`src/core/rsc_map.vh`:
```
`ifndef RSC_MAP_VH
`define RSC_MAP_VH

// ----------------------------------------
// Bus geometry
// ----------------------------------------
`define RSC_ADDR_W 14
`define RSC_DATA_W 32

// ----------------------------------------
// Register indices, byte address = 4 x index
// ----------------------------------------
`define RSC_IDX_CAUSE 12'hFCC
`define RSC_IDX_CONFIG 12'hFDE
`define RSC_IDX_COMMIT 12'hFDF
`define RSC_IDX_IRQ_STAT 12'hFE0
`define RSC_IDX_IRQ_MASK 12'hFE1

// ----------------------------------------
// Commit codes
// ----------------------------------------
`define RSC_CODE_DISABLE 8'hB2
`define RSC_CODE_FIELDS 8'hD4
`define RSC_CODE_FLAGCLR 8'h71

// ----------------------------------------
// Field positions and widths
// ----------------------------------------
`define RSC_CFG_W 3
`define RSC_CFG_DIS 0
`define RSC_CFG_B1 1
`define RSC_CFG_B2 2
`define RSC_CAUSE_W 7
`define RSC_FCLR_BIT 7
`define RSC_EVT_W 8
`define RSC_EVT_EXT 7

// ----------------------------------------
// Reset values
// ----------------------------------------
`define RSC_CFG_RST 3'h0
`define RSC_CAUSE_RST 7'h00
`define RSC_EVT_RST 8'h00
`define RSC_RESET_VECTOR 16'hFFFE

`endif

```
`src/core/rsc_reset_ctrl.v`:
```
// Function
// - merge external and six internal reset sources
// - config holds three RW fields, upper zero
// - disable bit effective only after code B2
// - code D4 commits fields in bits 2,1
// - code 71 commits flag clear; others ignored
// - only power-on resets effective disable bit
// - every reset clears written config contents
// - status reads effective fields, bit0 disable
// - status shares commit address, upper zero
// - cause flags set by matching reset source
// - bit 5 shows abnormal trim data detected
// - flags cleared by power-on, external, commit
// - committed clear zeroes flags and clear bit
// - flag clear bit always reads zero
// - after release start warm-up, vector fetch
`timescale 1ns/100ps
`include "rsc_map.vh"

module rsc_reset_ctrl (
   // Clock and bus reset
   input wire clock,
   input wire srst,
   // Avalon-MM slave
   input wire [`RSC_ADDR_W-1:0] avs_address,
   input wire avs_read,
   input wire avs_write,
   input wire [`RSC_DATA_W-1:0] avs_writedata,
   input wire [3:0] avs_byteenable,
   output reg [`RSC_DATA_W-1:0] avs_readdata,
   output wire avs_waitrequest,
   // Reset sources
   input wire por_req,
   input wire ext_reset_n_pin,
   input wire vdet1_req,
   input wire vdet2_req,
   input wire watchdog_req,
   input wire sysclk_req,
   input wire trim_req,
   input wire flash_standby_req,
   input wire bad_trim_in,
   // Reset outputs
   output reg sys_reset,
   output reg por_reset,
   output reg warmup_start,
   output reg [15:0] reset_vector,
   // Effective configuration
   output reg ext_reset_disable_effective,
   output reg config_field_b1_effective,
   output reg config_field_b2_effective,
   // Interrupt
   output wire irq
);

   // ----------------------------------------
   // Declarations
   // ----------------------------------------
   // Pin synchroniser and bus handshake
   reg ext_sync1_reg;
   reg ext_sync2_reg;
   reg ack_reg;
   // Register storage
   reg [`RSC_CFG_W-1:0] cfg_wr_reg;
   reg fclr_reg;
   reg [`RSC_CAUSE_W-1:0] cause_reg;
   reg [`RSC_EVT_W-1:0] evt_stat_reg;
   reg [`RSC_EVT_W-1:0] evt_mask_reg;
   reg [7:0] rd_next;
   // Bus decode
   wire [11:0] word_idx;
   wire req;
   wire take;
   wire wr_take;
   wire [7:0] wdata;
   wire sel_cause;
   wire sel_config;
   wire sel_commit;
   wire sel_stat;
   wire sel_mask;
   // Reset merge and commit strobes
   wire por_any;
   wire ext_req;
   wire int_any;
   wire any_reset;
   wire commit_dis;
   wire commit_fields;
   wire commit_fclr;
   wire flag_clear;
   // Source vectors
   wire [`RSC_CAUSE_W-1:0] cause_src;
   wire [`RSC_EVT_W-1:0] evt_src;
   wire [`RSC_CFG_W-1:0] cfg_eff;

   // ----------------------------------------
   // External pin synchroniser
   // ----------------------------------------
   // Pin is asynchronous; only the second stage is used below
   always @(posedge clock) begin
      if (srst) begin
         ext_sync1_reg <= 1'b1;
         ext_sync2_reg <= 1'b1;
      end else begin
         ext_sync1_reg <= ext_reset_n_pin;
         ext_sync2_reg <= ext_sync1_reg;
      end
   end

   // ----------------------------------------
   // Reset source merge
   // ----------------------------------------
   // Bus reset is treated as a power-on reset of this block
   assign por_any = srst | por_req;
   // Pin low resets unless the committed disable bit blocks it
   assign ext_req = ~ext_sync2_reg &
      ~ext_reset_disable_effective;
   assign int_any = vdet1_req | vdet2_req | watchdog_req |
      sysclk_req | trim_req | flash_standby_req;
   assign any_reset = por_any | ext_req | int_any;

   // Registered so downstream logic never sees a merge glitch
   always @(posedge clock) begin
      if (srst) begin
         sys_reset <= 1'b1;
      end else begin
         sys_reset <= any_reset;
      end
   end

   // Power-on view kept apart for parts that only it resets
   always @(posedge clock) begin
      if (srst) begin
         por_reset <= 1'b1;
      end else begin
         por_reset <= por_req;
      end
   end

   // ----------------------------------------
   // Release handling
   // ----------------------------------------
   // Warm-up itself lives in the clock generator; this pulse
   // starts it, and the vector tells the core where to fetch
   always @(posedge clock) begin
      if (srst) begin
         warmup_start <= 1'b0;
      end else begin
         warmup_start <= sys_reset & ~any_reset;
      end
   end

   always @(posedge clock) begin
      if (srst) begin
         reset_vector <= `RSC_RESET_VECTOR;
      end else begin
         reset_vector <= `RSC_RESET_VECTOR;
      end
   end

   // ----------------------------------------
   // Avalon-MM handshake
   // ----------------------------------------
   // One wait state: data is muxed in the first cycle and
   // stands registered at the edge where waitrequest is low
   assign req = avs_read | avs_write;
   assign avs_waitrequest = req & ~ack_reg;
   assign take = req & ack_reg;
   assign wr_take = take & avs_write & avs_byteenable[0];
   assign wdata = avs_writedata[7:0];
   assign word_idx = avs_address[`RSC_ADDR_W-1:2];

   // ----------------------------------------
   // Address decode
   // ----------------------------------------
   // One byte register per word; all upper index bits must match
   assign sel_cause = (word_idx == `RSC_IDX_CAUSE);
   assign sel_config = (word_idx == `RSC_IDX_CONFIG);
   assign sel_commit = (word_idx == `RSC_IDX_COMMIT);
   assign sel_stat = (word_idx == `RSC_IDX_IRQ_STAT);
   assign sel_mask = (word_idx == `RSC_IDX_IRQ_MASK);

   // Ack toggles, so a held request sees exactly one stall cycle
   always @(posedge clock) begin
      if (srst) begin
         ack_reg <= 1'b0;
      end else begin
         ack_reg <= req & ~ack_reg;
      end
   end

   // ----------------------------------------
   // Read mux
   // ----------------------------------------
   assign cfg_eff = {config_field_b2_effective,
      config_field_b1_effective, ext_reset_disable_effective};

   always @* begin
      rd_next = 8'h00;
      case (word_idx)
         `RSC_IDX_CAUSE: begin
            // Clear-request bit is write-only and reads as zero
            rd_next = {1'b0, cause_reg};
         end
         `RSC_IDX_CONFIG: begin
            rd_next = {5'h00, cfg_wr_reg};
         end
         `RSC_IDX_COMMIT: begin
            // Reads here see effective values, writes hit commit
            rd_next = {5'h00, cfg_eff};
         end
         `RSC_IDX_IRQ_STAT: begin
            rd_next = evt_stat_reg;
         end
         `RSC_IDX_IRQ_MASK: begin
            rd_next = evt_mask_reg;
         end
         default: begin
            // Unmapped words read as zero
            rd_next = 8'h00;
         end
      endcase
   end

   // Loaded in the stall cycle so data stands when ack rises
   always @(posedge clock) begin
      if (srst) begin
         avs_readdata <= 32'h0000_0000;
      end else if (avs_read & ~ack_reg) begin
         avs_readdata <= {24'h00_0000, rd_next};
      end
   end

   // ----------------------------------------
   // Commit decode
   // ----------------------------------------
   // Full-byte compare: any other value does nothing at all.
   // Software must not read-modify-write this port since the
   // read returns status, not the code
   assign commit_dis = wr_take & sel_commit &
      (wdata == `RSC_CODE_DISABLE);
   assign commit_fields = wr_take & sel_commit &
      (wdata == `RSC_CODE_FIELDS);
   assign commit_fclr = wr_take & sel_commit & fclr_reg &
      (wdata == `RSC_CODE_FLAGCLR);

   // ----------------------------------------
   // Written configuration and clear request
   // ----------------------------------------
   // Any reset wipes values not yet committed
   always @(posedge clock) begin
      if (any_reset) begin
         cfg_wr_reg <= `RSC_CFG_RST;
      end else if (wr_take & sel_config) begin
         cfg_wr_reg <= wdata[`RSC_CFG_W-1:0];
      end
   end

   // ----------------------------------------
   // Flag-clear request
   // ----------------------------------------
   // Write-only bit: software arms it, the matching commit uses it up
   always @(posedge clock) begin
      if (any_reset) begin
         fclr_reg <= 1'b0;
      end else if (commit_fclr) begin
         fclr_reg <= 1'b0;
      end else if (wr_take & sel_cause) begin
         fclr_reg <= wdata[`RSC_FCLR_BIT];
      end
   end

   // ----------------------------------------
   // Effective configuration
   // ----------------------------------------
   // Disable bit survives external and internal resets so a
   // blocked pin stays blocked until power is cycled
   always @(posedge clock) begin
      if (por_any) begin
         ext_reset_disable_effective <= 1'b0;
      end else if (commit_dis) begin
         // Copied even when equal to the current value
         ext_reset_disable_effective <=
            cfg_wr_reg[`RSC_CFG_DIS];
      end
   end

   // Both fields share one commit code but keep their own flops
   always @(posedge clock) begin
      if (por_any) begin
         config_field_b1_effective <= 1'b0;
      end else if (commit_fields) begin
         config_field_b1_effective <=
            cfg_wr_reg[`RSC_CFG_B1];
      end
   end

   always @(posedge clock) begin
      if (por_any) begin
         config_field_b2_effective <= 1'b0;
      end else if (commit_fields) begin
         config_field_b2_effective <=
            cfg_wr_reg[`RSC_CFG_B2];
      end
   end

   // ----------------------------------------
   // Reset cause flags
   // ----------------------------------------
   // Order: flash, bad trim, trim, vdet2, vdet1, sysclk, wdt
   assign cause_src = {flash_standby_req, bad_trim_in,
      trim_req, vdet2_req, vdet1_req, sysclk_req,
      watchdog_req};

   // ----------------------------------------
   // Flag clear sources
   // ----------------------------------------
   // Internal resets are absent here so flags survive them
   assign flag_clear = por_any | ext_req | commit_fclr;

   genvar gi;
   generate
      for (gi = 0; gi < `RSC_CAUSE_W; gi = gi + 1) begin : g_cause
         // Set wins over a clear in the same cycle
         always @(posedge clock) begin
            if (srst) begin
               cause_reg[gi] <= 1'b0;
            end else if (cause_src[gi]) begin
               cause_reg[gi] <= 1'b1;
            end else if (flag_clear) begin
               cause_reg[gi] <= 1'b0;
            end
         end
      end
   endgenerate

   // ----------------------------------------
   // Interrupt status and mask
   // ----------------------------------------
   // Same cause layout, bit 7 is the external pin reset
   assign evt_src = {ext_req, cause_src};

   generate
      for (gi = 0; gi < `RSC_EVT_W; gi = gi + 1) begin : g_evt
         always @(posedge clock) begin
            if (por_any) begin
               evt_stat_reg[gi] <= 1'b0;
            end else if (evt_src[gi]) begin
               evt_stat_reg[gi] <= 1'b1;
            end else if (wr_take & sel_stat & wdata[gi]) begin
               evt_stat_reg[gi] <= 1'b0;
            end
         end
      end
   endgenerate

   always @(posedge clock) begin
      if (por_any) begin
         evt_mask_reg <= `RSC_EVT_RST;
      end else if (wr_take & sel_mask) begin
         evt_mask_reg <= wdata;
      end
   end

   // ----------------------------------------
   // Interrupt output
   // ----------------------------------------
   // Level output; stays high while a masked-in bit is set
   assign irq = |(evt_stat_reg & evt_mask_reg);

endmodule // rsc_reset_ctrl

```
`config.mk`:
```
export PLATFORM = sky130hd
export DESIGN_NAME = rsc_reset_ctrl
export DESIGN_NICKNAME = d
export VERILOG_FILES = /design/src/core/rsc_reset_ctrl.v
export VERILOG_INCLUDE_DIRS = /design/src /design/src/core
export SDC_FILE = /design/constraint.sdc
export NUM_CORES = 1
export LEC_CHECK = 0
export ABC_AREA = 1
export ABC_CLOCK_PERIOD_IN_PS = 1650
export BUFFER_PORTS_ARGS = -buffer_cell sky130_fd_sc_hd__buf_2
export CAP_MARGIN = 20
export CORE_MARGIN = 2
export CORE_UTILIZATION = 23
export CTS_BUF_LIST = sky130_fd_sc_hd__clkbuf_4
export CTS_CLUSTER_DIAMETER = 120
export DETAILED_ROUTE_END_ITERATION = 12
export PLACE_DENSITY = 0.44
export SLEW_MARGIN = 10
export SYNTH_ARGS = -nofsm -noshare
export SYNTH_HDL_FRONTEND = slang
export SYNTH_SLANG_ARGS = --single-unit
export TNS_END_PERCENT = 5
```
`constraint.sdc`:
```
create_clock -name clock -period 1.65 [get_ports clock]
set_input_delay 0.0825 -clock clock [delete_from_list [all_inputs] [get_ports clock]]
set_output_delay 0.0825 -clock clock [all_outputs]
set_load 0.1 [all_outputs]
```
==> metrics.cfg <==
[critical_path]
end_kind=primary output
cp.required_ns=1.57
critical_path.top_delay_family=buffers and inverters
crit_chain=inv_1, o22ai_1, nor2_1, nand2_1, clkbuf_4
worstReg2RegStart=ack_reg
cp_data_arrival_time_ns=1.43
worstReg2RegEnd=evt_mask_reg[0]
crit_path_max_fanout=2
worst_path_largest_cell_delay_ns=0.35
criticalPathCategory=register to primary output
worstRegToRegCells=5
rrSetupSlack_ns=0.27
path_buf_inv=2
cp-start-kind=register
crit_slowest_cell=dfxtp_1

[detailed_routing]
vias_per_cell=4.21
vias=2334
wire_per_inst_um=12.3
wirelength_um=6840
drc=0
drtPass1Iterations=4
first_iter_violations=115
drt.antenna.violating_nets=0

[global_route]
grt_usage_pct=12.0
grt_pass1_vias=2171
grt_pass1_wl_um=10800
antenna_found_initial=0
grt_max_degree=17
gr-total-overflow=0

[clocking]
h-tree-depth=2
numCtsBuffers=5
cts_sinks=44
cts.path.max_buffers=2
clk_pin_slew_worst_paths_ns=0.13
root_buffer=clkbuf_4
clkLatencyLatePin_ns=0.35
cts_tree=yes
post_cts_buffers=0

[yosys]
ys_types=28
yosys_warnings=0
netlist_area_um2=2510
yosysTopAreaCell=dfxtp_1
synthCells=357
synth_edf_count=0
ys_ff_latch=44
synth_area_per_cell_um2=7.03
synth.most_common_cell=nand2_1
synthFlopType=dfxtp_1
yosys.area.top_type_share_pct=35.1
netlist_top_cells_area=dfxtp_1 35%, buf_4 13%, nand2_1 8.4%
ys_seq_area_share_pct=35.1
synthTopCellsByCount=56 x nand2_1, 46 x nor2_1, 44 x dfxtp_1
async_flop_share_pct=0

[finish]
fillers=1226
final_nets=476
syn_to_final_growth_pct=14.0
drive_above_1_share_pct=21.0
antennaDiodeCount=0

[min_path]
whs_path_depth=3
holdPathEnd=evt_mask_reg[3]
worstHoldStart=avs_writedata[3]
holdCritPathClass=input pin to register

[placement]
portBuffers=49
place_congestion=0.799
pre_cts_ws_ns=0.248
hpwl_um=5520

[sta]
post-route-period-util_pct=91.6
grt_setup_unrepaired=false
skew_ns=0.0115
fin_crit_ns=1.51
fin_ws_ns=0.139
finalHoldViolations=0
final-setup-viol-count=0
fin_tns_setup_ns=0
fmax_mhz=662
slew_violations=0
timing.hold.ws_ns=0.0200

[floorplan]
dieHeight_um=108
initial_core_util_pct=23.4
core-area_um2=10700
fp.dieW_um=108
dieArea_um2=11800
row_count=38
io_pins=119

[power_and_ir_drop]
pwr-share-comb_pct=29.6
p_leak_nw=1.26
p_sw_uw=980
sw_frac_of_total_pct=42.2
seqPwrFrac_pct=47.8
intPower_mw=1.34
ir_drop_v=0.000330
power-per-cell-area_nw_per_um2=812
power_frac_clock_pct=22.6

[flow_run]
max-cap-violations=0

[outcome]
status=complete, no violations

-- cell usage in the layout (no fill, tap or decap), types with 9 or more instances in the layout --
cell / netlist / layout
nand4_1: 18 / 18
dfxtp_1: 44 / 43
buf_2: 2 / 48
nand3_1: 25 / 25
o21ai_0: 14 / 14
nor2_1: 46 / 46
nand2_1: 56 / 56
conb_1: 2 / 40
nor3_1: 9 / 9
inv_1: 40 / 39
a21oi_1: 27 / 27
-- layer usage --
layer / vias to the layer above / part of all wire, % / track usage, %
li1: 1186 / - / -
met1: 1056 / 44 / 15.1
met2: 81 / 48 / 20.7
met3: 11 / 5.7 / 2.11
met4: 0 / 2.2 / 4.12
met5: - / 0 / 0
-- area by class of cell --
type                            count  area (um^2)  share of cell area (%)
Clock buffer                        5         37.5                    1.31
Multi-Input combinational cell    262         1260                    44.1
Sequential cell                    44          882                    30.8
Inverter                           41          156                    5.47
Tap cell                          140          175                    6.12
Timing Repair Buffer               59          330                    11.5
Clock inverter                      3         18.8                   0.656
-- worst max-delay path by stage --
stage | start | endpoint | cells after the start | slack (ns)
finish | evt_stat_reg[1] | irq | 5 | 0.14
global route | evt_mask_reg[6] | irq | 5 | 0.003
CTS | evt_stat_reg[2] | irq | 5 | 0.02
detailed placement | ack_reg | evt_mask_reg[6] | 6 | 0.25
global placement | ack_reg | evt_mask_reg[6] | 6 | 0.27
floorplan | ack_reg | avs_waitrequest | 1 | -0.05
-- timing repair --
action	CTS	global route
hold endpoints to repair	4	0
hold buffers	3	0
setup endpoints to repair	0	2
resized for setup	0	2
-- cell families (layout without fill, tap and decap cells) --
logic type             Yosys count  count (layout)  synth area share (%)
AOI/OAI and AO/OA               48              48                  9.97
buffers and inverters           89             108                  20.4
DFF                             44              44                  35.1
other                            2              40                 0.299
and+or+nand+nor                174             174                  34.2
-- tightest hold or removal path: stages --
cell and delay [ns]:
buf_2 0.11, o21ai_1 0.07, nor2_1 0.07
-- through the flow --
| step | instance area, um^2 | std cells | total power, mW | utilization [%] |
|---|---|---|---|---|
| floorplan | 2650 | 395 | 1.78 | - |
| global placement | 2770 | 543 | 1.82 | 25.8 |
| detailed placement | 2770 | 543 | 1.82 | 25.8 |
| CTS | 2860 | 554 | 2.36 | 26.6 |
| global route | 2860 | 554 | 2.46 | 26.6 |
| finish | 2860 | 554 | 2.32 | 26.6 |
-- power by group through the flow --
stage	registers (mW)	clock network, mW	logic [mW]
CTS	1.11	0.558	0.689
global placement	1.13	0	0.682
detailed placement	1.13	0	0.683
finish	1.11	0.526	0.688
floorplan	1.17	0	0.605
global route	1.12	0.614	0.726
Note: power is estimated with default switching activity, not from simulation.
